$ cat src/hw/light_timing_pkg.sv
package light_timing_pkg;

    // ==========================================
    // Command register fields (address 0x00)
    localparam logic [7:0] command_reg_addr = 8'h00;
    localparam int timing_mode_bit = 5;
    localparam int width_lsb = 0;

    // ==========================================
    // Control register fields (address 0x01)
    localparam logic [7:0] control_reg_addr = 8'h01;
    localparam int range_lsb = 2;

    // ==========================================
    // Width field codes
    localparam logic [1:0] width_code_16 = 2'h0;
    localparam logic [1:0] width_code_12 = 2'h1;
    localparam logic [1:0] width_code_8 = 2'h2;
    localparam logic [1:0] width_code_4 = 2'h3;

    // Last counter index per width code, one below the cycle count
    localparam logic [15:0] width_last_16 = 16'hFFFF;
    localparam logic [15:0] width_last_12 = 16'h0FFF;
    localparam logic [15:0] width_last_8 = 16'h00FF;
    localparam logic [15:0] width_last_4 = 16'h000F;

    // Highest count value in a 16-bit counter
    localparam logic [15:0] count_max = 16'hFFFF;
    localparam logic [15:0] count_reset = 16'h0000;
    localparam logic [15:0] data_reset = 16'h0000;

    // Half-rate divider toggles on each fast tick
    localparam logic [1:0] range_slow_limit = 2'h1;

    // Input synchroniser depth for the oscillator edge
    localparam int sync_depth = 3;

    typedef enum logic [1:0] {
        phase_idle,
        phase_array1,
        phase_array2
    } phase_type;

    // Settings presented by the register bank
    typedef struct packed {
        logic external_mode;
        logic [1:0] width_code;
        logic [1:0] range_code;
    } config_type;

    // Published result
    typedef struct packed {
        logic [15:0] light_count;
        logic [15:0] elapsed_cycle_count;
    } result_type;

endpackage

$ cat src/hw/light_integration_timing.sv
`timescale 1ns/100ps
// Overview of operation
// - Lower two gain ranges run conversion oscillator at half the upper-range rate.
// - Command register bit 5 picks internal or external integration timing.
// - Internal mode ends integration after 2^m cycles, m from width field.
// - External mode: first sync starts array 1 conversion.
// - Second sync ends array 1 and starts array 2 at once.
// - Third sync ends array 2, publishes result, restarts array 1.
// - External mode counts real elapsed cycles, capped at 65,535.
// - Range-dependent oscillator rate applies in both timing modes.
// - Width 0:0=65,536, 0:1=4,096, 1:0=256, 1:1=16 cycles.
// - 16-bit timer counts each cycle, latched at integration end, two bytes.
// - Data output refreshed after every completed integration.
// - Gain range comes from control register bits 3:2, four ranges.
module light_integration_timing
    import light_timing_pkg::*;
(
    input wire logic clock,
    input wire logic reset,
    input wire logic osc_fast,
    input wire logic [7:0] command_byte,
    input wire logic [7:0] control_byte,
    input wire logic sync_command,
    input wire logic [15:0] adc_count,
    output logic conv_osc_tick,
    output logic array1_active,
    output logic array2_active,
    output logic integration_done,
    output logic [15:0] light_count,
    output logic [7:0] timer_lsb,
    output logic [7:0] timer_msb
);

    typedef struct packed {
        phase_type phase;
        logic mode;
        logic array1;
        logic array2;
        logic [1:0] div;
        logic [15:0] cycles;
        logic tick;
        logic done;
        result_type result;
    } timing_state_type;

    timing_state_type state_reg;
    timing_state_type state_next;
    config_type cfg;
    logic fast_rise;
    logic slow_range;
    logic [15:0] last_count;

    osc_edge_sync u_sync (
        .clock(clock),
        .reset(reset),
        .osc_in(osc_fast),
        .rise_pulse(fast_rise)
    );

    // ==========================================
    // Configuration decode
    always_comb begin
        cfg.external_mode = command_byte[timing_mode_bit];
        cfg.width_code = command_byte[width_lsb +: 2];
        cfg.range_code = control_byte[range_lsb +: 2];
    end

    // Ranges 1 and 2 are codes 0 and 1, so the high bit picks full speed
    assign slow_range = ~cfg.range_code[1];

    always_comb begin
        case (cfg.width_code)
            width_code_16: last_count = width_last_16;
            width_code_12: last_count = width_last_12;
            width_code_8: last_count = width_last_8;
            width_code_4: last_count = width_last_4;
            default: last_count = width_last_16;
        endcase
    end

    // ==========================================
    // Sequencer
    always_comb begin
        state_next = state_reg;
        state_next.tick = 1'b0;
        state_next.done = 1'b0;
        // Halving by tick skipping keeps one clock and no gated clocks
        if (fast_rise) begin
            if (slow_range && state_reg.div != range_slow_limit) begin
                state_next.div = state_reg.div + 2'h1;
            end else begin
                state_next.div = 2'h0;
                state_next.tick = 1'b1;
            end
        end
        if (!cfg.external_mode) begin
            if (state_reg.phase == phase_idle) begin
                state_next.phase = phase_array1;
                state_next.cycles = count_reset;
            end else if (state_reg.tick) begin
                if (state_reg.cycles == last_count) begin
                    state_next.done = 1'b1;
                    state_next.result.light_count = adc_count;
                    state_next.result.elapsed_cycle_count = state_reg.cycles;
                    state_next.cycles = count_reset;
                    state_next.phase = phase_array1;
                end else begin
                    state_next.cycles = state_reg.cycles + 16'h0001;
                end
            end
        end else begin
            // Counter saturates; longer periods are the host's to avoid
            if (state_reg.tick && state_reg.phase != phase_idle
                    && state_reg.cycles != count_max) begin
                state_next.cycles = state_reg.cycles + 16'h0001;
            end
            if (sync_command) begin
                case (state_reg.phase)
                    phase_idle: begin
                        state_next.phase = phase_array1;
                        state_next.cycles = count_reset;
                    end
                    phase_array1: begin
                        state_next.phase = phase_array2;
                    end
                    phase_array2: begin
                        state_next.done = 1'b1;
                        state_next.result.light_count = adc_count;
                        state_next.result.elapsed_cycle_count = state_reg.cycles;
                        state_next.phase = phase_array1;
                        state_next.cycles = count_reset;
                    end
                    default: state_next.phase = phase_idle;
                endcase
            end
        end
        // Mode change abandons the current measurement
        if (cfg.external_mode != state_reg.mode) begin
            state_next.phase = phase_idle;
            state_next.cycles = count_reset;
        end
        state_next.mode = cfg.external_mode;
        // Phase flags are registered so the outputs leave straight from flops
        state_next.array1 = (state_next.phase == phase_array1);
        state_next.array2 = (state_next.phase == phase_array2);
    end

    always_ff @(posedge clock) begin
        if (reset) begin
            state_reg <= '{phase: phase_idle, mode: 1'b0, array1: 1'b0, array2: 1'b0,
                div: 2'h0, cycles: count_reset, tick: 1'b0, done: 1'b0, result: '0};
        end else begin
            state_reg <= state_next;
        end
    end

    assign conv_osc_tick = state_reg.tick;
    assign array1_active = state_reg.array1;
    assign array2_active = state_reg.array2;
    assign integration_done = state_reg.done;
    assign light_count = state_reg.result.light_count;
    assign timer_lsb = state_reg.result.elapsed_cycle_count[7:0];
    assign timer_msb = state_reg.result.elapsed_cycle_count[15:8];

    // ==========================================
    // Checks
    property p_int_restart;
        @(posedge clock) disable iff (reset)
        (state_reg.done && !cfg.external_mode && $stable(cfg.external_mode))
            |-> (state_reg.cycles == count_reset) && array1_active;
    endproperty
    a_int_restart: assert property (p_int_restart) else $error("no restart");

    property p_sync_second;
        @(posedge clock) disable iff (reset)
        (cfg.external_mode && state_reg.mode && sync_command && array1_active)
            |=> array2_active;
    endproperty
    a_sync_second: assert property (p_sync_second) else $error("array 2 not started");

    property p_sync_third;
        @(posedge clock) disable iff (reset)
        (cfg.external_mode && state_reg.mode && sync_command && array2_active)
            |=> integration_done && array1_active && state_reg.cycles == count_reset;
    endproperty
    a_sync_third: assert property (p_sync_third) else $error("third sync wrong");

    property p_sync_first;
        @(posedge clock) disable iff (reset)
        (cfg.external_mode && state_reg.mode && sync_command
            && state_reg.phase == phase_idle) |=> array1_active;
    endproperty
    a_sync_first: assert property (p_sync_first) else $error("array 1 not started");

    property p_timer_latch;
        @(posedge clock) disable iff (reset)
        integration_done |-> {timer_msb, timer_lsb} == $past(state_reg.cycles);
    endproperty
    a_timer_latch: assert property (p_timer_latch) else $error("timer latch wrong");

    property p_data_refresh;
        @(posedge clock) disable iff (reset)
        integration_done |-> light_count == $past(adc_count);
    endproperty
    a_data_refresh: assert property (p_data_refresh) else $error("data not refreshed");

    property p_slow_tick;
        @(posedge clock) disable iff (reset)
        (fast_rise && slow_range && state_reg.div == 2'h0) |=> !conv_osc_tick;
    endproperty
    a_slow_tick: assert property (p_slow_tick) else $error("slow range not halved");

    property p_fast_tick;
        @(posedge clock) disable iff (reset)
        (fast_rise && !slow_range) |=> conv_osc_tick;
    endproperty
    a_fast_tick: assert property (p_fast_tick) else $error("fast range tick missing");

    property p_saturate;
        @(posedge clock) disable iff (reset)
        (cfg.external_mode && state_reg.mode && state_reg.cycles == count_max && !sync_command)
            |=> state_reg.cycles == count_max || $changed(cfg.external_mode);
    endproperty
    a_saturate: assert property (p_saturate) else $error("counter wrapped");

    property p_int_end;
        @(posedge clock) disable iff (reset)
        (!cfg.external_mode && !state_reg.mode && state_reg.tick
            && state_reg.phase != phase_idle && state_reg.cycles == last_count)
            |=> integration_done;
    endproperty
    a_int_end: assert property (p_int_end) else $error("internal end missed");

    c_int_done: cover property (@(posedge clock) !cfg.external_mode && integration_done);
    c_ext_done: cover property (@(posedge clock) cfg.external_mode && integration_done);
    c_slow: cover property (@(posedge clock) slow_range && conv_osc_tick);

endmodule

$ cat src/hw/osc_edge_sync.sv
`timescale 1ns/100ps
module osc_edge_sync
    import light_timing_pkg::*;
(
    input wire logic clock,
    input wire logic reset,
    input wire logic osc_in,
    output logic rise_pulse
);

    typedef struct packed {
        logic [sync_depth-1:0] stages;
        logic [1:0] fill;
        logic level;
        logic rise;
    } sync_state_type;

    sync_state_type state_reg;
    sync_state_type state_next;

    // ==========================================
    // Edge detect
    // Only the second and third stages are compared, never the first
    always_comb begin
        state_next = state_reg;
        state_next.stages = {state_reg.stages[sync_depth-2:0], osc_in};
        state_next.rise = 1'b0;
        if (state_reg.fill != 2'(sync_depth)) begin
            // Priming takes the baseline, so a pin already high at reset is no edge
            state_next.fill = state_reg.fill + 2'h1;
            state_next.level = state_reg.stages[1];
        end else if (state_reg.stages[1] == state_reg.stages[2]) begin
            state_next.level = state_reg.stages[2];
            state_next.rise = state_reg.stages[2] & ~state_reg.level;
        end
    end

    always_ff @(posedge clock) begin
        if (reset) begin
            state_reg <= '0;
        end else begin
            state_reg <= state_next;
        end
    end

    assign rise_pulse = state_reg.rise;

endmodule

$ cat config.mk
export PLATFORM = sky130hd
export DESIGN_NAME = light_integration_timing
export DESIGN_NICKNAME = d
export VERILOG_FILES = /design/src/hw/light_timing_pkg.sv /design/src/hw/light_integration_timing.sv /design/src/hw/osc_edge_sync.sv
export SDC_FILE = /design/constraint.sdc
export NUM_CORES = 1
export LEC_CHECK = 0
export BUFFER_PORTS_ARGS = -buffer_cell sky130_fd_sc_hd__buf_2
export CAP_MARGIN = 10
export CORE_UTILIZATION = 59
export DETAILED_ROUTE_END_ITERATION = 8
export PLACE_DENSITY = 0.85
export REMOVE_ABC_BUFFERS = 1
export SLEW_MARGIN = 25
export SYNTH_ARGS = -nofsm -noshare
export SYNTH_HDL_FRONTEND = slang
export SYNTH_SLANG_ARGS = --single-unit
$ cat constraint.sdc
create_clock -name clock -period 5.9 [get_ports clock]
set_input_delay 1.18 -clock clock [delete_from_list [all_inputs] [get_ports clock]]
set_output_delay 1.18 -clock clock [all_outputs]
set_load 0.01 [all_outputs]
==> metrics.txt, run 1 <==
Post-Syn Instances 393; DRT iter0 DRCs 327; vias after detailed routing 3057; max-cap viol count 0; share of cells above drive strength 1 26.5%; global route overflow 0; slowest CP cell a41oi_1; TNS Setup 0 ns; fin. max-slew vios 0; post_cts resized 0; synth warn 0; Fmax achieved 348 MHz; Crit path required time 6.16 ns; commonest non-fill, non-tap cells in the layout 64 x dfxtp_1, 59 x buf_2, 32 x nand2_1; Power Density 249 mW/mm²; core area 0.00564 mm²; Final Cycle Share 48.7%; Port Buffers 59; # rows 27; number of library cell types mapped by synthesis 63; Setup Skew 0.00829 ns; final setup margin 3.03 ns; Avg Inst Size Synth 8.97 µm²; die height 79.3 µm; drt wl/cell 16.1 µm; Hold WC Path Type register to register; first-pass GRT wire length 13100 µm; # setup viols final 0; startpoint types primary input; # H-tree levels 3; GP Congestion 0.971; slew margin rel. 31.7%; Horiz. Die Dim 79.3 µm; non-filler cells, final 483; die footprint 0.00629 mm²; total wire length 7780 µm; Clock Sinks 64; leakage power figure 1.42 nW; peak per-stage delay on the critical path 0.83 ns; mean number of vias per cell 6.33; dpl cells 467; pin count of the biggest net entering global routing 50; CTS tree done; Clock transition at path regs 0.07 ns; Antenna diodes 0; post-synthesis async set-or-reset flop share 0%; Top FF cell, synth dfxtp_1; Synth Register Bits 64; pre-CTS WS 2.59 ns; Data arrival, critical path 3.13 ns; Post-synth EDFFs 0; Post-Syn Area 0.00353 mm²; Util after Layout 66.4%; WHS 0.453 ns; initial antenna violation count 0; drt pass-1 iters 5; VDD IR max 0.000178 V; DR DRC count 0; CP Class primary input to register; post-CTS setup buffer count 0; clock buffer depth 2; io pins 72; antenna viol nets, final 0; initial core utilization 62.5%; Crit. End Element register; critical path peak fanout 12; Post-DP HPWL 5090 µm; clock root buffer clkbuf_8; sequential share of the synthesized area 36.3%; GRT Total Usage 26.3%; final period demand of the worst path 2.87 ns; vias in the first global route 2870; status finished, final reports clean; Layout area overhead 6.17%; Worst-Skew Late Latency 0.34 ns; Hold Violations, Final 0; most common cell after layout, fill and taps aside dfxtp_1; Worst Tran Pin Value 1.01 ns; crit path cell chain buf_2, nor2_1, mux2_2, a41oi_1, o21ai_0, o31ai_1; nets 446; max FFs per register 21; total CTS buffers 9; RSZ-0062 raised after global routing false; hold buffers post-CTS 0
[critical path, delay by kind of cell]
kind                   cells  cell delay [ns]
AO/OA/AOI/OAI              3             1.35
buffers and inverters      1             0.10
multiplexers               1             0.39
AND/OR/NAND/NOR            1             0.10
[through the flow]
step | area (µm²) | total power, mW
6_report | 3740 | 0.933
5_1_grt | 3740 | 0.963
4_1_cts | 3740 | 0.936
3_5_place_dp | 3520 | 0.521
3_3_place_gp | 3520 | 0.518
2_1_floorplan | 3120 | 0.494
[logic make-up after synthesis]
| kind of cell | count (synthesis) | share of synthesized area (%) |
|---|---|---|
| multiplexers | 7 | 2.45 |
| adder cells (fa/ha/maj) | 4 | 1.42 |
| buffers and inverters | 80 | 13.9 |
| AO/OA/AOI/OAI | 121 | 28.1 |
| AND/OR/NAND/NOR | 116 | 17.6 |
| flip-flops | 64 | 36.3 |
| XOR/XNOR | 1 | 0.248 |
[synthesized netlist by cell type, types with 2 or more instances]
library cell / count / area share (%)
nand3_1: 8 / 1.1
a41oi_1: 2 / 0.50
buf_2: 6 / 0.85
nand2b_1: 3 / 0.53
a21o_1: 2 / 0.43
dfxtp_1: 64 / 36
o2111ai_1: 7 / 1.7
buf_4: 32 / 6.8
a211oi_1: 24 / 5.1
nor2_1: 28 / 3.0
ha_1: 4 / 1.4
mux2_2: 3 / 0.96
nand2_1: 32 / 3.4
a31oi_1: 13 / 2.3
nand4_1: 2 / 0.35
a32o_1: 2 / 0.57
inv_1: 21 / 2.2
clkbuf_1: 12 / 1.3
and4_1: 4 / 0.99
nor4_1: 4 / 0.71
mux2i_1: 3 / 0.85
buf_1: 3 / 0.32
o31ai_1: 3 / 0.64
nand3_2: 3 / 0.85
and3_1: 3 / 0.53
o21ai_0: 9 / 1.3
nor2b_1: 7 / 1.2
and2_1: 2 / 0.35
o211ai_1: 22 / 4.7
buf_6: 2 / 0.64
buf_12: 2 / 1.1
nor3b_1: 4 / 0.85
a211oi_2: 15 / 5.3
a21oi_1: 6 / 0.85
o21a_1: 2 / 0.43
nor3_1: 7 / 0.99
[layer usage]
layer  global-route usage [%]  vias to the layer above  wire [µm]
li1                         -                     1456          -
met5                        0                        -          0
met2                     42.2                      161       3630
met4                     10.4                        0         73
met1                     32.9                     1426       3440
met3                     7.93                       14        628
[cell type report]
type / count / area (µm²)
clock inverters: 5 / 80.1
fillers: 450 / 1900
well taps: 72 / 90.1
multi-input cells: 249 / 1760
flip-flops and latches: 64 / 1280
repair buffers: 61 / 310
clock buffers: 11 / 141
inverters: 21 / 78.8
[power by group]
| part | switching [mW] | internal [mW] | total [mW] |
|---|---|---|---|
| Combinational | 0.0446 | 0.0239 | 0.0686 |
| Clock | 0.172 | 0.249 | 0.421 |
| Sequential | 0.00492 | 0.439 | 0.444 |
[path summary, 6_finish.rpt]
path | startpoint | end | slack, ns | cells past startpoint
setup / recovery | command_byte[0] | state_reg[44] | 3.03 | 6
hold / removal | u_sync.state_next[5] | u_sync.state_next[6] | 0.45 | 1
hold reg to reg | u_sync.state_next[5] | u_sync.state_next[6] | 0.45 | 1
setup reg to reg | state_reg[42] | state_reg[44] | 3.36 | 5
Note: power is estimated with default switching activity, not from simulation.
==> inputs of run 2 (changes only) <==
--- a/config.mk
+++ b/config.mk
@@ -5,11 +5,12 @@
 export SDC_FILE = /design/constraint.sdc
 export NUM_CORES = 1
 export LEC_CHECK = 0
+export ABC_AREA = 1
 export BUFFER_PORTS_ARGS = -buffer_cell sky130_fd_sc_hd__buf_2
 export CAP_MARGIN = 10
-export CORE_UTILIZATION = 59
+export CORE_UTILIZATION = 50
 export DETAILED_ROUTE_END_ITERATION = 8
-export PLACE_DENSITY = 0.85
+export PLACE_DENSITY = 0.76
 export REMOVE_ABC_BUFFERS = 1
 export SLEW_MARGIN = 25
 export SYNTH_ARGS = -nofsm -noshare
==> constraint.sdc (replaced) <==
create_clock -name clock -period 2.6 [get_ports clock]
set_input_delay 0.52 -clock clock [delete_from_list [all_inputs] [get_ports clock]]
set_output_delay 0.52 -clock clock [all_outputs]
set_load 0.01 [all_outputs]
==> run 2 against run 1 <==
Die area rose by 21%; synthesized area rose by 3.2%; register-to-register slack lost 2.9 ns; utilization is 9.3 points lower; clock-buffer cell count grew 1; flip-flop and latch count did not move; wire length grew 7.8%.
==> metrics.txt, run 2 <==
status finished, final reports clean; Post-synth EDFFs 0 (unchanged); DR WL met3 489 µm (-22%); global route overflow 0 (unchanged); fin. max-slew vios 0 (unchanged); max-cap viol count 0 (unchanged); vias in the first global route 2996 (+4.4%); Synth Register Bits 64 (unchanged); Crit path required time 2.87 ns (-3.29 ns); # rows 30 (+11%); leakage power figure 1.78 nW (+26%); clock root buffer clkbuf_8; Reg2Reg Setup Slack 0.46 ns (-2.90 ns); Crit. End Element register; initial core utilization 52.7% (-9.8 points); top cells by area, synth dfxtp_1 35%, nand2_1 12%, nand3_1 7.7%; CP Class register to register; post-synthesis async set-or-reset flop share 0% (unchanged); Met2 Wirelength 4170 µm (+15%); Hold WC Path Type primary input to register; post-CTS setup buffer count 0 (unchanged); # setup viols final 0 (unchanged); highest metal used met4; sequential share of the synthesized area 35.2% (-1.1 points); Util after Layout 57.1% (-9.3 points); Port Buffers 59 (unchanged); hold buffers post-CTS 0 (unchanged); Post-DP HPWL 5710 µm (+12%); post_cts resized 0 (unchanged); Commonest cells post-synth 117 x nand2_1, 64 x dfxtp_1, 56 x nand3_1, 51 x inv_1, 47 x a21oi_1; Top FF cell, synth dfxtp_1; clock buffer depth 2 (unchanged); Avg Inst Size Synth 7.04 µm² (-22%); antenna viol nets, final 0 (unchanged); VDD IR max 0.000560 V (+210%); commonest non-fill, non-tap cells in the layout 117 x nand2_1, 64 x dfxtp_1, 59 x buf_2; synth warn 0 (unchanged); Setup Skew 0.0157 ns (+0.00737 ns); nets 576 (+29%); Post-Syn Instances 517 (+32%); drt wl/cell 13.2 µm (-18%); Horiz. Die Dim 87.3 µm (+10%); Power Density 568 mW/mm² (+130%); Clock Sinks 64 (unchanged); DR DRC count 0 (unchanged); Data arrival, critical path 2.41 ns (-0.72 ns); RSZ-0062 raised after global routing false; core area 0.00691 mm² (+22%); top-count cell post-synth nand2_1; Final Cycle Share 82.4%; Fmax achieved 467 MHz; number of library cell types mapped by synthesis 33 (-48%); share of cells above drive strength 1 22.0% (-4.5 points); Antenna diodes 0 (unchanged); GRT Total Usage 23.0% (-3.3 points); DRT iter0 DRCs 197 (-40%); total wire length 8380 µm (+7.8%); wl on met1 3700 µm (+7.5%); total CTS buffers 9 (unchanged); initial antenna violation count 0 (unchanged); startpoint types register; Clock transition at path regs 0.07 ns (about the same); io pins 72 (unchanged); slew margin rel. 61.6% (+30 points); TNS Setup 0 ns (unchanged); Worst Tran Pin Value 0.574 ns (-0.437 ns); pin count of the biggest net entering global routing 34 (-32%); Post-Syn Area 0.00364 mm² (+3.2%); first-pass GRT wire length 13800 µm (+5.1%); Worst-Skew Late Latency 0.34 ns (about the same); die height 87.3 µm (+10%); mean number of vias per cell 5.26 (-17%); area leader, netlist dfxtp_1; overall power 2.24 mW (+140%); die footprint 0.00762 mm² (+21%); max FFs per register 21 (unchanged); final period demand of the worst path 2.14 ns; # H-tree levels 3 (unchanged); Layout area overhead 8.39%; critical path peak fanout 17 (+5); most common cell after layout, fill and taps aside nand2_1; vias after detailed routing 3344 (+9.4%); drt pass-1 iters 5 (unchanged); GP Congestion 0.900 (-7.3%); Hold Violations, Final 0 (unchanged); Yosys top cell area share 35.2% (-1.1 points); Fill cells 677 (+50%); CTS tree done
[run 2: changes by cell type in the layout (fill, tap and decap cells not counted), moves of 15 or more]
cell,previous run,this run
a211oi_1,24,0
a211oi_2,15,0
o211ai_1,22,5
inv_1,21,51
nand2_1,32,117
a21oi_1,6,47
nand3_1,8,56
[run 2: cells by family after synthesis]
group / count (synthesis) / synth area share (%)
AND/OR/NAND/NOR: 244 / 31.4
XOR/XNOR: 11 / 2.65
buffers and inverters: 114 / 16.7
adder cells (fa/ha/maj): 4 / 1.38
AO/OA/AOI/OAI: 80 / 12.7
flip-flops: 64 / 35.2
[run 2: cell type report]
| cell class | count | area (µm²) | area share (%) |
|---|---|---|---|
| Tap cell | 96 | 120 | 3.04 |
| Clock buffer | 12 | 155 | 3.93 |
| Inverter | 56 | 210 | 5.33 |
| Timing Repair Buffer | 66 | 360 | 9.13 |
| Clock inverter | 3 | 65.1 | 1.65 |
| Sequential cell | 64 | 1280 | 32.5 |
| Multi-Input combinational cell | 339 | 1750 | 44.4 |
[run 2: worst max-delay path: stages, from the launching register on]
cell,delay (ns)
dfxtp_1,0.41
ha_1,0.24
nand2_1,0.10
nor2_4,0.16
o21ai_1,0.12
nor2_4,0.14
nand3_2,0.12
nand2_4,0.22
buf_4,0.28
nand3_1,0.11
a21oi_1,0.15
[run 2: path summary, 6_finish.rpt]
kind                            cells after the start              endpoint            startpoint
worst max register to register                     10          timer_msb[4]         state_reg[34]
worst min register to register                      2  u_sync.state_next[6]  u_sync.state_next[5]
worst max-delay path                               10          timer_msb[4]         state_reg[34]
worst min-delay path                                3  u_sync.state_next[5]              osc_fast
[run 2: metrics by stage]
stage / hold slack (ns) / setup slack [ns] / instance area (µm²) / std cells
after CTS: 0.373 / 0.455 / 3950 / 636
after floorplan: 0.388 / -0.392 / 3240 / 459
after detailed placement: 0.404 / 0.477 / 3720 / 621
final: 0.382 / 0.456 / 3950 / 636
after global placement: 0.390 / 0.515 / 3720 / 621
after global routing: 0.376 / 0.241 / 3950 / 636
[run 2: power by group]
part / switching [mW] / internal [mW] / total, mW / leakage, nW
registers: 0.0242 / 1.01 / 1.04 / 0.519
clock network: 0.378 / 0.586 / 0.964 / 0.112
logic: 0.160 / 0.0809 / 0.241 / 1.15
[run 2: metal layers]
layer	vias to the layer above	global-route usage, %
met5	-	0
met4	0	4.17
met3	4	5.78
met2	106	39.7
met1	1561	29.2
li1	1673	-
